===== src/pf_pkg.sv =====
// shared constants of the restart control
// ============================================================
// Summary of operation
// - Inhibit mode keeps outputs off until field clear and restart pressed.
// - Immediate mode turns outputs on at the first scan while the filter shows no infringement.
// - Delayed mode waits set seconds of clear field, restarted by any infringement.
// - Start-up test bit is read only on leaving reset, while still 0, so readiness is never held off.
// - An infringement needs the set 2 to 16 consecutive detecting scans.
// - An upload with address zero is accepted by any unit.
// - Address 1 to 99 uploads are accepted only on a stored-address match.
// - Operator level may read but config and field writes are refused.
// - Config and field writes need a logon with the client credential.
// - Teach-in stores the contour measured while active as the boundary.
// - Detected faults go to a fault memory readable over the link.
// - A setting picks stationary or vehicle-mounted protection.
// - Both outputs go protective whenever an infringement is reported.
// - Alert follows its chosen cause, or blinks 4 a second on test error.
// - Boundary fields are kept until overwritten; configuration returns to its defaults on reset.
package pf_pkg;
    // ============================================================
    // register byte offsets
    localparam logic [7:0] OFS_CONFIG = 8'h00;
    localparam logic [7:0] OFS_DELAY = 8'h04;
    localparam logic [7:0] OFS_UNIT_ADDR = 8'h08;
    localparam logic [7:0] OFS_LOGON = 8'h0c;
    localparam logic [7:0] OFS_UPLOAD = 8'h10;
    localparam logic [7:0] OFS_STATUS = 8'h14;
    localparam logic [7:0] OFS_TEACH = 8'h18;
    localparam logic [7:0] OFS_BOUND_IDX = 8'h1c;
    localparam logic [7:0] OFS_BOUND_DATA = 8'h20;
    localparam logic [7:0] OFS_FAULT_IDX = 8'h24;
    localparam logic [7:0] OFS_FAULT_DATA = 8'h28;
    // ============================================================
    // restart modes and alert selections
    localparam logic [1:0] RST_INHIBIT = 2'h0;
    localparam logic [1:0] RST_IMMEDIATE = 2'h1;
    localparam logic [1:0] RST_DELAYED = 2'h2;
    localparam logic [1:0] ALERT_EITHER = 2'h0;
    localparam logic [1:0] ALERT_WARN = 2'h1;
    localparam logic [1:0] ALERT_CONTAM = 2'h2;
    // ============================================================
    // field layout and limits
    localparam int CNT_W = 5;
    localparam logic [CNT_W-1:0] SCAN_MIN = 5'h02;
    localparam logic [CNT_W-1:0] SCAN_MAX = 5'h10;
    localparam logic [6:0] ADDR_UNIVERSAL = 7'h00;
    localparam logic [6:0] ADDR_MAX = 7'h63;
    localparam int BOUND_DEPTH = 16;
    localparam int FAULT_DEPTH = 8;
    // ============================================================
    // reset values
    localparam logic [1:0] DEF_MODE = RST_INHIBIT;
    localparam logic [CNT_W-1:0] DEF_SCANS = SCAN_MIN;
    localparam logic [7:0] DEF_DELAY = 8'h02;
    // value is arbitrary
    localparam logic [31:0] DEF_CREDENTIAL = 32'h5a3c96e1;
    // ============================================================
    // 125 ms tick drives blink and seconds
    localparam longint CLK_HZ = 25000000;
    localparam longint TICK_MS = 125;
    localparam int TICK_CYCLES_DEF = int'(CLK_HZ * TICK_MS / 1000);
    localparam logic [2:0] TICKS_PER_SEC = 3'h7;
    typedef enum logic [2:0] {
        ST_INIT = 3'b000,
        ST_STARTUP = 3'b001,
        ST_STARTUP_CLR = 3'b010,
        ST_OFF = 3'b011,
        ST_DELAY = 3'b100,
        ST_ON = 3'b101
    } pf_state_e;
endpackage


===== src/pf_detect_filter.sv =====
// consecutive-scan filter for protective field detections
`timescale 1ns/1ns
`default_nettype none
module pf_detect_filter
    import pf_pkg::*;
(
    input wire logic clk,
    input wire logic rst_n,
    input wire logic scan_valid,
    input wire logic detect,
    input wire logic [CNT_W-1:0] scans_needed,
    output logic infringed
);
    logic [CNT_W-1:0] cnt;
    wire [CNT_W-1:0] cnt_inc = cnt + 5'h01;
    always_ff @(posedge clk or negedge rst_n) begin
        if (!rst_n) begin
            cnt <= '0;
            infringed <= 1'b0;
        end else if (scan_valid) begin
            if (!detect) begin
                cnt <= '0;
                infringed <= 1'b0;
            end else if (cnt_inc >= scans_needed) begin
                cnt <= scans_needed;
                infringed <= 1'b1;
            end else begin
                cnt <= cnt_inc;
            end
        end
    end
endmodule
`default_nettype wire


===== src/pf_fault_log.sv =====
// circular fault memory for diagnosis reads
`timescale 1ns/1ns
`default_nettype none
module pf_fault_log
    import pf_pkg::*;
(
    input wire logic clk,
    input wire logic rst_n,
    input wire logic fault_valid,
    input wire logic [7:0] fault_code,
    input wire logic [2:0] rd_idx,
    output logic [7:0] rd_code,
    output logic [3:0] count
);
    logic [7:0] mem [FAULT_DEPTH];
    logic [2:0] wptr;
    // oldest entries are overwritten once full; count saturates
    always_ff @(posedge clk or negedge rst_n) begin
        if (!rst_n) begin
            wptr <= '0;
            count <= '0;
            rd_code <= '0;
        end else begin
            if (fault_valid) begin
                wptr <= wptr + 3'h1;
                if (count != 4'(FAULT_DEPTH)) begin
                    count <= count + 4'h1;
                end
            end
            rd_code <= mem[rd_idx];
        end
    end
    always_ff @(posedge clk) begin
        if (fault_valid) begin
            mem[wptr] <= fault_code;
        end
    end
endmodule
`default_nettype wire


===== src/pf_restart_ctrl.sv =====
// protective field restart control with apb configuration port
//
// The APB register port and the register offsets are this design's own decisions.
`timescale 1ns/1ns
`default_nettype none
module pf_restart_ctrl
    import pf_pkg::*;
#(
    parameter int TICK_CYCLES = TICK_CYCLES_DEF,
    parameter logic [31:0] CREDENTIAL = DEF_CREDENTIAL
)
(
    input wire logic CLK,
    input wire logic ARST_N,
    input wire logic PSEL,
    input wire logic PENABLE,
    input wire logic PWRITE,
    input wire logic [7:0] PADDR,
    input wire logic [31:0] PWDATA,
    output logic [31:0] PRDATA,
    output logic PREADY,
    output logic PSLVERR,
    input wire logic SCAN_VALID,
    input wire logic PROT_DETECT,
    input wire logic WARN_DETECT,
    input wire logic CONTAMINATED,
    input wire logic SELFTEST_ERR,
    input wire logic RESTART,
    input wire logic CONTOUR_VALID,
    input wire logic [3:0] CONTOUR_SEG,
    input wire logic [15:0] CONTOUR_RANGE,
    input wire logic FAULT_VALID,
    input wire logic [7:0] FAULT_CODE,
    output logic SAFETY_SWITCH_OUTPUT_A,
    output logic SAFETY_SWITCH_OUTPUT_B,
    output logic ALERT,
    output logic READY,
    output logic VEHICLE_MODE
);
    // ============================================================
    // reset release and restart pin synchroniser
    logic rst_meta;
    logic rst_n;
    always_ff @(posedge CLK or negedge ARST_N) begin
        if (!ARST_N) begin
            rst_meta <= 1'b0;
            rst_n <= 1'b0;
        end else begin
            rst_meta <= 1'b1;
            rst_n <= rst_meta;
        end
    end

    logic restart_meta;
    logic restart_sync;
    logic restart_prev;
    always_ff @(posedge CLK or negedge rst_n) begin
        if (!rst_n) begin
            restart_meta <= 1'b0;
            restart_sync <= 1'b0;
            restart_prev <= 1'b0;
        end else begin
            restart_meta <= RESTART;
            restart_sync <= restart_meta;
            restart_prev <= restart_sync;
        end
    end
    wire restart_press = restart_sync && !restart_prev;

    // ============================================================
    // configuration registers
    logic [1:0] restart_mode;
    logic startup_test;
    logic vehicle;
    logic [1:0] alert_sel;
    logic [CNT_W-1:0] scans_needed;
    logic [7:0] delay_sec;
    logic [6:0] unit_addr;
    logic authorised;
    logic upload_ok;
    logic upload_rej;
    logic teach_on;
    logic [3:0] bound_idx;
    logic [2:0] fault_idx;
    logic [15:0] boundary [BOUND_DEPTH];

    // ============================================================
    // apb decode
    function automatic logic is_protected(input logic [7:0] a);
        is_protected = (a == OFS_CONFIG) || (a == OFS_DELAY) ||
            (a == OFS_UNIT_ADDR) || (a == OFS_TEACH);
    endfunction
    function automatic logic is_mapped(input logic [7:0] a);
        is_mapped = is_protected(a) || (a == OFS_LOGON) ||
            (a == OFS_UPLOAD) || (a == OFS_STATUS) ||
            (a == OFS_BOUND_IDX) || (a == OFS_BOUND_DATA) ||
            (a == OFS_FAULT_IDX) || (a == OFS_FAULT_DATA);
    endfunction

    wire setup = PSEL && !PENABLE;
    wire access = PSEL && PENABLE;
    wire write_refused = PWRITE && is_protected(PADDR) &&
        !authorised;
    wire bad_access = !is_mapped(PADDR) || write_refused;
    wire wr_en = access && PWRITE && !PSLVERR;
    wire wr_cfg = wr_en && (PADDR == OFS_CONFIG);
    wire wr_delay = wr_en && (PADDR == OFS_DELAY);
    wire wr_addr = wr_en && (PADDR == OFS_UNIT_ADDR);
    wire wr_logon = wr_en && (PADDR == OFS_LOGON);
    wire wr_upload = wr_en && (PADDR == OFS_UPLOAD);
    wire wr_teach = wr_en && (PADDR == OFS_TEACH);
    wire wr_bidx = wr_en && (PADDR == OFS_BOUND_IDX);
    wire wr_fidx = wr_en && (PADDR == OFS_FAULT_IDX);

    wire [CNT_W-1:0] scans_wr = PWDATA[12:8];
    wire [CNT_W-1:0] scans_clamped = (scans_wr < SCAN_MIN) ? SCAN_MIN :
        (scans_wr > SCAN_MAX) ? SCAN_MAX : scans_wr;
    wire [6:0] upload_addr = PWDATA[6:0];
    wire addr_match = (upload_addr == ADDR_UNIVERSAL) ||
        ((upload_addr <= ADDR_MAX) && (upload_addr == unit_addr));
    wire upload_accept = addr_match && authorised;

    // ============================================================
    // filter, fault memory, timebase
    logic infringed;
    logic [7:0] fault_rd;
    logic [3:0] fault_cnt;
    pf_detect_filter u_filter (
        .clk(CLK),
        .rst_n(rst_n),
        .scan_valid(SCAN_VALID),
        .detect(PROT_DETECT),
        .scans_needed(scans_needed),
        .infringed(infringed)
    );
    pf_fault_log u_faults (
        .clk(CLK),
        .rst_n(rst_n),
        .fault_valid(FAULT_VALID),
        .fault_code(FAULT_CODE),
        .rd_idx(fault_idx),
        .rd_code(fault_rd),
        .count(fault_cnt)
    );

    logic [31:0] tick_cnt;
    logic [2:0] sub_sec;
    logic tick;
    logic sec_tick;
    logic blink;
    always_ff @(posedge CLK or negedge rst_n) begin
        if (!rst_n) begin
            tick_cnt <= '0;
            sub_sec <= '0;
            tick <= 1'b0;
            sec_tick <= 1'b0;
        end else begin
            tick <= (tick_cnt == 32'(TICK_CYCLES - 1));
            sec_tick <= tick && (sub_sec == TICKS_PER_SEC);
            tick_cnt <= (tick_cnt == 32'(TICK_CYCLES - 1)) ? '0 :
                tick_cnt + 32'h1;
            if (tick) begin
                sub_sec <= sub_sec + 3'h1;
            end
        end
    end

    // ============================================================
    // register writes; values persist until rewritten or reset to defaults
    always_ff @(posedge CLK or negedge rst_n) begin
        if (!rst_n) begin
            restart_mode <= DEF_MODE;
            startup_test <= 1'b0;
            vehicle <= 1'b0;
            alert_sel <= ALERT_EITHER;
            scans_needed <= DEF_SCANS;
            delay_sec <= DEF_DELAY;
            unit_addr <= ADDR_UNIVERSAL;
        end else begin
            if (wr_cfg) begin
                restart_mode <= PWDATA[1:0];
                startup_test <= PWDATA[2];
                vehicle <= PWDATA[3];
                alert_sel <= PWDATA[5:4];
                scans_needed <= scans_clamped;
            end
            if (wr_delay) begin
                delay_sec <= PWDATA[7:0];
            end
            if (wr_addr) begin
                unit_addr <= PWDATA[6:0];
            end
        end
    end

    // operator level after reset; a wrong credential logs off
    always_ff @(posedge CLK or negedge rst_n) begin
        if (!rst_n) begin
            authorised <= 1'b0;
            upload_ok <= 1'b0;
            upload_rej <= 1'b0;
            teach_on <= 1'b0;
            bound_idx <= '0;
            fault_idx <= '0;
        end else begin
            if (wr_logon) begin
                authorised <= (PWDATA == CREDENTIAL);
            end
            if (wr_upload) begin
                upload_ok <= upload_accept;
                upload_rej <= !upload_accept;
            end
            if (wr_teach) begin
                teach_on <= PWDATA[0];
            end
            if (wr_bidx) begin
                bound_idx <= PWDATA[3:0];
            end
            if (wr_fidx) begin
                fault_idx <= PWDATA[2:0];
            end
        end
    end

    always_ff @(posedge CLK) begin
        if (teach_on && CONTOUR_VALID) begin
            boundary[CONTOUR_SEG] <= CONTOUR_RANGE;
        end
    end

    // ============================================================
    // restart state machine, evaluated every clock cycle
    pf_state_e state;
    pf_state_e next_state;
    logic [7:0] sec_cnt;
    logic restart_pend;
    wire field_clear = !infringed;
    always_comb begin
        next_state = state;
        case (state)
            ST_INIT: begin
                next_state = startup_test ? ST_STARTUP : ST_OFF;
            end
            ST_STARTUP: begin
                if (SCAN_VALID && infringed) begin
                    next_state = ST_STARTUP_CLR;
                end
            end
            ST_STARTUP_CLR: begin
                if (SCAN_VALID && field_clear) begin
                    next_state = ST_OFF;
                end
            end
            ST_OFF: begin
                if (SCAN_VALID && field_clear) begin
                    case (restart_mode)
                        RST_IMMEDIATE: next_state = ST_ON;
                        RST_DELAYED: next_state = ST_DELAY;
                        default: begin
                            if (restart_pend) begin
                                next_state = ST_ON;
                            end
                        end
                    endcase
                end
            end
            ST_DELAY: begin
                if (infringed) begin
                    next_state = ST_OFF;
                end else if (sec_cnt >= delay_sec) begin
                    next_state = ST_ON;
                end
            end
            ST_ON: begin
                if (infringed) begin
                    next_state = ST_OFF;
                end
            end
            default: next_state = ST_OFF;
        endcase
    end

    // a press counts only while the field is clear in the blocked state
    always_ff @(posedge CLK or negedge rst_n) begin
        if (!rst_n) begin
            state <= ST_INIT;
            sec_cnt <= '0;
            restart_pend <= 1'b0;
        end else begin
            state <= next_state;
            if (state != ST_DELAY) begin
                sec_cnt <= '0;
            end else if (sec_tick && sec_cnt != 8'hff) begin
                sec_cnt <= sec_cnt + 8'h1;
            end
            if (state != ST_OFF || infringed) begin
                restart_pend <= 1'b0;
            end else if (restart_press) begin
                restart_pend <= 1'b1;
            end
        end
    end

    // ============================================================
    // outputs
    wire outputs_on = (next_state == ST_ON) && !infringed;
    wire alert_cond = (alert_sel == ALERT_WARN) ? WARN_DETECT :
        (alert_sel == ALERT_CONTAM) ? CONTAMINATED :
        (WARN_DETECT || CONTAMINATED);
    always_ff @(posedge CLK or negedge rst_n) begin
        if (!rst_n) begin
            SAFETY_SWITCH_OUTPUT_A <= 1'b0;
            SAFETY_SWITCH_OUTPUT_B <= 1'b0;
            ALERT <= 1'b0;
            blink <= 1'b0;
            READY <= 1'b0;
            VEHICLE_MODE <= 1'b0;
        end else begin
            SAFETY_SWITCH_OUTPUT_A <= outputs_on;
            SAFETY_SWITCH_OUTPUT_B <= outputs_on;
            if (tick) begin
                blink <= !blink;
            end
            ALERT <= SELFTEST_ERR ? blink : alert_cond;
            READY <= (state != ST_INIT) && (state != ST_STARTUP) &&
                (state != ST_STARTUP_CLR);
            VEHICLE_MODE <= vehicle;
        end
    end

    // ============================================================
    // read data captured in the setup cycle, zero-wait access phase
    logic [31:0] rd_mux;
    always_comb begin
        rd_mux = '0;
        case (PADDR)
            OFS_CONFIG: rd_mux = {19'h0, scans_needed, 2'h0, alert_sel,
                vehicle, startup_test, restart_mode};
            OFS_DELAY: rd_mux = {24'h0, delay_sec};
            OFS_UNIT_ADDR: rd_mux = {25'h0, unit_addr};
            OFS_LOGON: rd_mux = {31'h0, authorised};
            OFS_UPLOAD: rd_mux = {30'h0, upload_rej, upload_ok};
            OFS_STATUS: rd_mux = {25'h0, state, ALERT, READY, infringed,
                SAFETY_SWITCH_OUTPUT_A};
            OFS_TEACH: rd_mux = {31'h0, teach_on};
            OFS_BOUND_IDX: rd_mux = {28'h0, bound_idx};
            OFS_BOUND_DATA: rd_mux = {16'h0, boundary[bound_idx]};
            OFS_FAULT_IDX: rd_mux = {29'h0, fault_idx};
            OFS_FAULT_DATA: rd_mux = {20'h0, fault_cnt, fault_rd};
            default: rd_mux = '0;
        endcase
    end

    assign PREADY = 1'b1;
    always_ff @(posedge CLK or negedge rst_n) begin
        if (!rst_n) begin
            PRDATA <= '0;
            PSLVERR <= 1'b0;
        end else if (setup) begin
            PRDATA <= PWRITE ? '0 : rd_mux;
            PSLVERR <= bad_access;
        end else if (!PSEL) begin
            PSLVERR <= 1'b0;
        end
    end
endmodule
`default_nettype wire


===== config.mk =====
export PLATFORM = sky130hd
export DESIGN_NAME = pf_restart_ctrl
export DESIGN_NICKNAME = d
export VERILOG_FILES = /design/src/pf_pkg.sv /design/src/pf_detect_filter.sv /design/src/pf_fault_log.sv /design/src/pf_restart_ctrl.sv
export SDC_FILE = /design/constraint.sdc
export NUM_CORES = 1
export LEC_CHECK = 0
export ABC_AREA = 1
export BUFFER_PORTS_ARGS = -buffer_cell sky130_fd_sc_hd__buf_2
export CAP_MARGIN = 15
export CORE_AREA = 2 2 196 198
export DETAILED_ROUTE_END_ITERATION = 8
export DIE_AREA = 0 0 198 200
export PLACE_DENSITY_LB_ADDON = 0.05
export SETUP_SLACK_MARGIN = 0.3
export SLEW_MARGIN = 0
export SYNTH_ARGS = -nofsm -noshare
export SYNTH_HDL_FRONTEND = slang
export SYNTH_SLANG_ARGS = --single-unit

===== constraint.sdc =====
create_clock -name CLK -period 4.9 [get_ports CLK]
set_input_delay 0.735 -clock CLK [delete_from_list [all_inputs] [get_ports CLK]]
set_output_delay 0.735 -clock CLK [all_outputs]
set_load 0.02 [all_outputs]

==> flow_summary_export.csv, run 1 <==
group,metric,value,unit
pwr,p_int,6.43,mW
worst_setup_path,reg2reg_from,"bound_idx[0]",
worst_hold_path,hold_end,"restart_meta",
yosys,yosysSeqAreaShare,0.634,
cts,cts_inserted_buffers,48,
worst_setup_path,r2r_slack,2.28,ns
placement,io_buffers,102,
timing,report.final.slew_viol_count,0,
cts,cts_tree,"yes",
worst_setup_path,critPathKind,"register to register",
yosys,async_flop_share,0.295,
yosys,syn_avg_cell_area,9.86,um^2
floorplanning,die_h,200,um
cts,clk_pin_slew,0.06,ns
finish,drive_gt1_frac,0.108,
cts,postCtsSetupRepairBufs,0,
yosys,synthCells,2073,
cts,insertion_delay,0.58,ns
worst_setup_path,crit_slowest_cell,"dfrtp_4",
route,dr.pass1.iters,5,
yosys,ys_ff_latch,454,
pwr,p_leak,9.72,nW
worst_setup_path,path_cells,"buf_4 -> nand2_1 -> nand2_1 -> nand2_1 -> nand3_1 -> nand2_1 -> nand2_1 -> nand3_1 -> nand2_1 -> nand2_1 -> nand2_1",
worst_hold_path,min-delay-start,"RESTART",
floorplanning,rows,71,
global_routing,antenna_found_initial,1,
job,maxCapViolations,0,
global_routing,use_met2,0.391,
route,drt-initial-drc-count,1141,
timing,hold_viol_final,0,
pwr,total_power,8.35,mW
cts,h-tree-depth,2,
cts,clock-sinks,454,
yosys,synth_area,0.0204,mm^2
route,ant_nets,0,
yosys,synth-main-ff-cell,"edfxtp_1",
yosys,yosysTopAreaCellShare,0.470,
worst_hold_path,hold_path.class,"primary input to register",
global_routing,grt_pass1_wl,78.6,mm
finish,area_growth,12.2,%
route,vias,14700,
timing,relSlewSlack,0.246,
pwr,clkPwrFrac,0.421,
cts,clock_path_buffers,3,
worst_setup_path,start_kind,"register",
placement,gp_congestion,0.873,
route,wl,50.9,mm
global_routing,globalRouteMet3Util,0.0400,
timing,rsz0062_at_grt,"false",
route,drc,0,
yosys,yosysTopAreaCell,"edfxtp_1",
global_routing,grt-busiest-layer,"met1",
pwr,power_switching,1.92,mW
timing,fmax,0.381,GHz
floorplanning,die_w,198,um
pwr,seqPwrFrac,0.518,
global_routing,first_global_vias,13900,
timing,fin_crit_sh,0.535,
pwr,power_frac_comb,0.061,
global_routing,groute.usage.overall,0.262,
worst_setup_path,reg2regPathDepth,11,
timing,skew,0.0189,ns
pwr,p_per_area,364,mW/mm^2
worst_setup_path,critPathMaxFanout,72,
cts,cts-root-buf,"clkbuf_16",
timing,setup_tns,0,ns
yosys,ys_types,49,
timing,worst_slew_pin_slew,1.13,ns
floorplanning,die_area,0.0396,mm^2
placement,hpwl,32.9,mm
floorplanning,initial_core_util,0.547,
worst_setup_path,r2r-end,"PRDATA[8]",
global_routing,grt_max_degree,73,
cts,post_cts_resized,0,
yosys,synthTopCellsByArea,"edfxtp_1, dfrtp_1, nand2_1",
worst_setup_path,cpPeakStageDelay,0.86,ns
timing,finalCriticalPeriod,2.62,ns
global_routing,use_met1,0.393,
finish,n_fill_cell,3141,
worst_setup_path,worstSetupEndpointType,"register",
pwr,netSwitchingFraction,0.230,
pwr,ir_worst_vdd,0.395,mV
route,avgViaCountPerCell,5.41,
route,wire_per_inst,18.7,um
worst_hold_path,hold_path_depth,1,
global_routing,grt_overflow_total,0,
yosys,synth_warnings,0,
worst_setup_path,worstPathArrival,3.13,ns
cts,cts_hold_buf,1,
worst_setup_path,worstPathRequired,5.40,ns
finish,nNetsFinal,2273,
floorplanning,coreArea,0.0374,mm^2
floorplanning,io_pins,120,
yosys,synth_edf_count,320,
worst_setup_path,crit_path_frequent_cell,"nand2_1",
timing,setup_viol,0,
status,status,"finished clean",
==> placed cells by master, fill, tap and decap left out, types with 5 or more instances in the layout <==
master / n
nand2_1: 618
edfxtp_1: 320
nor2_1: 205
inv_1: 170
nand3_1: 139
dfrtp_1: 129
o21ai_0: 119
buf_2: 102
clkbuf_16: 48
nor3_1: 39
xor2_1: 38
nand4_1: 24
nor2_2: 23
ha_1: 22
a21oi_1: 21
clkbuf_1: 21
conb_1: 18
o211ai_1: 17
o22ai_1: 15
buf_4: 14
nor4_1: 13
xnor2_1: 8
a31oi_1: 8
clkinv_1: 5
==> registers in the layout, indices dropped and copies added (netlist names), 2 cells and up <==
register and count:
boundary 256, u_faults.mem 64, tick_cnt 32, PRDATA 16, delay_sec 8, sec_cnt 8, u_faults.rd_code 8, unit_addr 7
scans_needed 5, u_filter.cnt 5, bound_idx 4, u_faults.count 4, fault_idx 3, state 3, sub_sec 3, u_faults.wptr 3
alert_sel 2, restart_mode 2
==> worst max-delay path by stage <==
stage / from / endpoint / slack [ns]
6_report: bound_idx[0] / PRDATA[8] / 2.28
5_1_grt: bound_idx[0] / PRDATA[3] / 2.03
4_1_cts: bound_idx[0] / PRDATA[3] / 2.31
3_5_place_dp: CONTOUR_VALID / boundary[10][9] / 2.28
3_3_place_gp: CONTOUR_VALID / boundary[10][9] / 2.32
2_1_floorplan: rst_n / ALERT / 0.89
==> critical path, delay by kind of cell, from the launching register on <==
family	cells	cell delay (ns)
buffers and inverters	1	0.74
AND/OR/NAND/NOR	10	0.83
flip-flops	1	0.86
==> logic make-up after synthesis <==
logic type / share of synthesized area
buffers and inverters: 0.0553
DFF: 0.634
muxes: 0.00110
AOI/OAI and AO/OA: 0.0553
and+or+nand+nor: 0.220
adders and majority gates: 0.0135
xor gates and xnor gates: 0.0197
other: 0.000367
==> area by class of cell <==
type                            count  area [um^2]  share of cell area
Sequential cell                   454        13000               0.566
Multi-Input combinational cell   1368         6440               0.281
Clock buffer                       73         1340              0.0582
Timing Repair Buffer              121          694              0.0303
Inverter                          177          676              0.0295
Tap cell                          511          639              0.0279
Clock inverter                     15          166             0.00726
Antenna cell                        1         2.50            0.000109
==> synthesized netlist by cell type, types with 7 or more instances <==
master,number
nor4_1,13
xor2_1,38
buf_2,29
nor3_1,39
o21ai_0,119
buf_1,11
nor2_2,7
a31oi_1,8
nand3_1,139
nor2_1,221
a21oi_1,21
o22ai_1,15
dfrtp_1,132
nand2_1,618
o211ai_1,17
nand4_1,24
edfxtp_1,320
ha_1,22
buf_4,20
xnor2_1,8
inv_1,171
clkbuf_1,29
==> stage by stage <==
step	area, um^2	std cells	worst slack [ns]	hold WS (ns)	utilization
2_1_floorplan	20500	2089	0.894	0.331	-
3_3_place_gp	21300	2626	2.32	0.296	0.571
3_5_place_dp	21400	2627	2.28	0.306	0.572
4_1_cts	22900	2716	2.31	0.255	0.612
5_1_grt	22900	2719	2.03	0.267	0.613
6_report	22900	2720	2.28	0.274	0.613
==> power groups by stage <==
stage,logic (mW),clock network [mW],registers [mW]
final,0.506,3.52,4.33
after detailed placement,0.498,0,4.40
after global placement,0.487,0,4.40
after floorplan,0.305,0,4.40
after global routing,0.575,3.71,4.34
after CTS,0.505,3.56,4.33
==> layer usage <==
metal  up-vias  wire length [um]  share of wire
li1       7082                 -              -
met1      6999             23500           0.46
met2       535             22200           0.44
met3        89              3690          0.073
met4         0              1460          0.029
met5         -                 0              0
Power figures use the tool's default switching activity.
==> inputs of run 2 (changes only) <==
- clock period: 4.9 -> 2.6 ns (I/O delays scaled with it)
==> flow_summary_export.csv, run 2 (same netlist as run 1, synthesis figures left out) <==
group,metric,value,unit
status,status,"finished clean",
route,drc,0,
finish,n_fill_cell,3139,
worst_setup_path,critPathMaxFanout,5,
finish,seq_area,0.0130,mm^2
global_routing,grt_pass1_wl,77.7,mm
route,avgViaCountPerCell,5.37,
floorplanning,die_w,198,um
timing,setup_viol,0,
worst_setup_path,r2r_slack,0.50,ns
pwr,ir_worst_vdd,0.586,mV
route,vias,14800,
placement,io_buffers,102,
global_routing,grt_overflow_total,0,
worst_setup_path,critPathKind,"register to register",
timing,fin_crit_sh,0.809,
route,wire_per_inst,18.4,um
cts,cts_inserted_buffers,48,
worst_setup_path,worstPathArrival,2.56,ns
timing,setup_tns,0,ns
timing,hold_viol_final,0,
finish,drive_gt1_frac,0.122,
cts,h-tree-depth,2,
route,wl,50.7,mm
cts,cts_tree,"yes",
global_routing,grt_max_degree,84,
route,ant_nets,0,
timing,skew,0.0142,ns
route,drt-initial-drc-count,1303,
pwr,p_per_area,692,mW/mm^2
placement,place_inst,2655,
timing,report.final.slew_viol_count,0,
timing,fmax,0.475,GHz
worst_hold_path,hold_path.class,"primary input to register",
cts,cts-root-buf,"clkbuf_16",
global_routing,groute.usage.overall,0.260,
finish,multi_input_area,0.00646,mm^2
worst_setup_path,worstPathRequired,3.06,ns
worst_setup_path,worstSetupEndpointType,"register",
finish,nNetsFinal,2302,
timing,relSlewSlack,0.536,
job,maxCapViolations,0,
worst_setup_path,start_kind,"register",
global_routing,antenna_found_initial,0,
finish,antenna_cells,0,
floorplanning,coreArea,0.0374,mm^2
floorplanning,die_area,0.0396,mm^2
finish,fin_cells,2750,
cts,insertion_delay,0.59,ns
timing,rsz0062_at_grt,"false",
global_routing,first_global_vias,13700,
timing,holdWs,0.0279,ns
finish,regMostFlops,"boundary",
finish,layout_commonest_cell,"nand2_1",
timing,worst_slew_pin_slew,0.694,ns
finish,largest_reg_flops,256,
finish,finish.utilization,0.624,
cts,clock-sinks,454,
finish,largestRegisters,"boundary: 256 flops, u_faults.mem: 64 flops, tick_cnt: 32 flops",
route,dr.pass1.iters,5,
cts,clk_pin_slew,0.06,ns
finish,area_growth,14.1,%
floorplanning,die_h,200,um
placement,hpwl,32.0,mm
floorplanning,io_pins,120,
floorplanning,initial_core_util,0.547,
pwr,total_power,16.1,mW
pwr,p_leak,9.95,nW
cts,clock_path_buffers,3,
finish,layout_common_cells,"nand2_1, edfxtp_1, nor2_1",
floorplanning,rows,71,
placement,gp_congestion,0.882,
timing,finalCriticalPeriod,2.10,ns
-- run 2: changes by cell type in the layout (fill, tap and decap cells not counted), sizes merged --
cell and change:
buf +28, clkinvlp +1, clkbuf -7, inv -1, bufinv +3, clkinv +6
diode -1, dlygate4sd3 +1
-- run 2: metal layers --
layer | up-vias | part of all wire | track usage
met5 | - | 0 | 0
met4 | 0 | 0.024 | 0.0874
met3 | 81 | 0.071 | 0.0368
met2 | 549 | 0.44 | 0.387
met1 | 7009 | 0.47 | 0.394
li1 | 7135 | - | -
-- run 2: area by class of cell --
cell class,instances,area share
clock inverters,24,0.0122
well taps,511,0.0274
flip-flops and latches,454,0.556
clock buffers,66,0.0571
repair buffers,150,0.0414
multi-input cells,1368,0.277
inverters,177,0.0290
-- run 2: critical path: stages, from the launching register on --
cell and delay [ns]:
dfrtp_1 0.41, ha_2 0.21, nand3_1 0.09, xor2_1 0.15, inv_1 0.09, ha_4 0.22
a21oi_1 0.13, o21a_1 0.14, nand3b_1 0.13, buf_2 0.19, o21ai_0 0.14, nand2_1 0.07
-- run 2: worst paths after layout --
path / start / to / cells past startpoint
setup reg to reg: u_filter.cnt[0] / u_filter.cnt[1] / 11
setup / recovery: u_filter.cnt[0] / u_filter.cnt[1] / 11
hold / removal: SELFTEST_ERR / ALERT / 2
min in group asynchronous: ARST_N / rst_meta / 2
max in group asynchronous: rst_n / delay_sec[1] / 1
hold reg to reg: rst_n / tick_cnt[7] / 0
-- run 2: through the flow --
step	area (um^2)	worst slack, ns
after floorplan	20500	0.373
after global placement	21700	0.318
after detailed placement	21700	0.300
after CTS	23300	0.304
after global routing	23300	0.309
final	23300	0.495
-- run 2: where the power goes --
part | switching (mW) | internal, mW | total, mW
clock network | 2.83 | 4.18 | 7.02
registers | 0.150 | 8.00 | 8.15
logic | 0.672 | 0.307 | 0.979
total | 3.66 | 12.5 | 16.1
-- run 2: what timing repair did --
action	CTS	global route
hold endpoints to repair	3	0
gates resized for setup	0	4
endpoints found under the setup margin	0	6
hold buffers	2	0
buffers inserted	0	2
==> inputs of run 3 (changes only) <==
- clock period: 2.6 -> 1.9 ns (I/O delays scaled with it)
==> flow_summary_export.csv, run 3 (same netlist as run 1, synthesis figures left out) <==
group,metric,value,unit
status,status,"complete, but fails checks",
status,violations,"setup timing",
floorplanning,die_area,0.0396,mm^2
route,dr.pass1.iters,6,
finish,stdcell_area,0.0261,mm^2
worst_setup_path,reg2reg_from,"u_filter.cnt[0]",
pwr,p_int,16.7,mW
timing,fmax,0.481,GHz
timing,relSlewSlack,0.569,
cts,clock_path_buffers,3,
worst_setup_path,worstSetupEndpointType,"register",
finish,seq_area,0.0130,mm^2
finish,nNetsFinal,2446,
floorplanning,io_pins,120,
finish,antenna_cells,0,
global_routing,first_global_vias,15000,
placement,place_inst,2714,
cts,clk_pin_slew,0.06,ns
finish,area_growth,27.6,%
placement,gp_congestion,0.908,
pwr,power_frac_comb,0.072,
finish,layout_common_cells,"nand2_1, edfxtp_1, nor2_1",
route,wl,55.1,mm
global_routing,grt_pass1_wl,84.0,mm
pwr,power_switching,5.00,mW
worst_setup_path,r2r_slack,-0.18,ns
cts,insertion_delay,0.59,ns
route,ant_nets,0,
timing,finalCriticalPeriod,2.08,ns
cts,cts_inserted_buffers,47,
pwr,p_leak,11.1,nW
cts,cts_tree,"yes",
floorplanning,die_w,198,um
cts,h-tree-depth,2,
timing,rsz0062_at_grt,"true",
worst_hold_path,hold_end,"scans_needed[0]",
finish,fin_cells,2892,
worst_setup_path,start_kind,"register",
job,maxCapViolations,0,
route,drc,0,
route,vias,15700,
finish,multi_input_area,0.00719,mm^2
worst_hold_path,min-delay-start,"PWDATA[8]",
timing,report.final.slew_viol_count,0,
global_routing,groute.usage.overall,0.281,
route,avgViaCountPerCell,5.42,
worst_setup_path,r2r-end,"u_filter.cnt[4]",
timing,hold_viol_final,0,
worst_hold_path,hold_path_depth,3,
finish,n_fill_cell,2770,
timing,skew,0.0174,ns
route,drt-initial-drc-count,1392,
worst_setup_path,worstPathRequired,2.36,ns
pwr,clkPwrFrac,0.414,
finish,largest_reg_flops,256,
pwr,p_per_area,832,mW/mm^2
finish,regMostFlops,"boundary",
finish,layout_commonest_cell,"nand2_1",
timing,setup_slack,-0.180,ns
global_routing,grt_overflow_total,0,
pwr,netSwitchingFraction,0.231,
finish,finish.utilization,0.698,
cts,cts-root-buf,"clkbuf_16",
placement,place_area,0.0224,mm^2
floorplanning,rows,71,
timing,worst_slew_pin_slew,0.646,ns
cts,clock-sinks,454,
finish,drive_gt1_frac,0.236,
global_routing,grt_max_degree,56,
pwr,ir_worst_vdd,0.771,mV
floorplanning,initial_core_util,0.547,
placement,hpwl,33.8,mm
worst_setup_path,critPathKind,"register to register",
placement,io_buffers,102,
worst_hold_path,hold_path.class,"primary input to register",
pwr,seqPwrFrac,0.514,
timing,setup_viol,6,
worst_setup_path,reg2regPathDepth,12,
global_routing,antenna_found_initial,0,
worst_setup_path,worstPathArrival,2.54,ns
floorplanning,die_h,200,um
route,wire_per_inst,19.1,um
timing,fin_crit_sh,1.09,
finish,largestRegisters,"boundary: 256 flops, u_faults.mem: 64 flops, tick_cnt: 32 flops",
floorplanning,coreArea,0.0374,mm^2
worst_setup_path,critPathMaxFanout,5,
-- run 3: worst max-delay path, cell delays in order, from the launching register on --
cell	delay, ns
dfrtp_1	0.41
ha_4	0.18
nand3_2	0.07
xor2_1	0.17
inv_1	0.10
ha_4	0.30
nand2_4	0.05
o21a_1	0.16
nand3b_1	0.16
buf_6	0.15
a21oi_1	0.06
o21ai_1	0.09
nand2_1	0.06
-- run 3: worst max path at each step --
stage | to | start | slack, ns
floorplan | u_filter.cnt[3] | u_filter.cnt[0] | -0.004
global placement | u_filter.cnt[2] | u_filter.cnt[1] | -0.1
detailed placement | u_filter.cnt[3] | u_filter.cnt[1] | -0.09
CTS | u_filter.cnt[2] | u_filter.cnt[1] | -0.11
global route | u_filter.cnt[4] | u_filter.cnt[0] | -0.30
finish | u_filter.cnt[4] | u_filter.cnt[0] | -0.18
-- run 3: metrics by stage --
stage | power, mW | worst slack, ns | hold WS (ns) | TNS, ns
2_1_floorplan | 12.1 | -0.00432 | -0.0106 | -0.0173
3_3_place_gp | 12.7 | -0.0967 | 0.0701 | -0.400
3_5_place_dp | 12.7 | -0.0902 | 0.0734 | -0.453
4_1_cts | 21.8 | -0.112 | 0.00475 | -0.561
5_1_grt | 22.5 | -0.298 | 0.0405 | -2.06
6_report | 21.7 | -0.180 | 0.0348 | -0.885
-- run 3: layout make-up --
cell class,instances,share of cell area
Inverter,177,0.0266
Timing Repair Buffer,295,0.118
Tap cell,511,0.0245
Multi-Input combinational cell,1368,0.276
Sequential cell,454,0.498
Clock inverter,21,0.00628
Clock buffer,66,0.0514
-- run 3: what timing repair did --
action | 4_1_cts | 5_1_grt
hold buffers | 18 | 0
gates resized for setup | 165 | 137
endpoints found under the setup margin | 202 | 152
pin swaps | 65 | 90
hold endpoints to repair | 64 | 0
buffers inserted | 23 | 25
gates cloned | 21 | 4
-- run 3: power groups by stage --
| stage | registers, mW | clock network, mW | logic, mW |
|---|---|---|---|
| after floorplan | 11.3 | 0 | 0.803 |
| after global placement | 11.3 | 0 | 1.37 |
| after detailed placement | 11.3 | 0 | 1.40 |
| after CTS | 11.1 | 9.12 | 1.51 |
| after global routing | 11.2 | 9.52 | 1.76 |
| final | 11.2 | 8.99 | 1.57 |
-- run 3: routing by layer --
metal | global-route usage | share of wire
met5 | 0 | 0
met4 | 0.0858 | 0.026
met3 | 0.0407 | 0.060
met2 | 0.451 | 0.47
met1 | 0.402 | 0.44
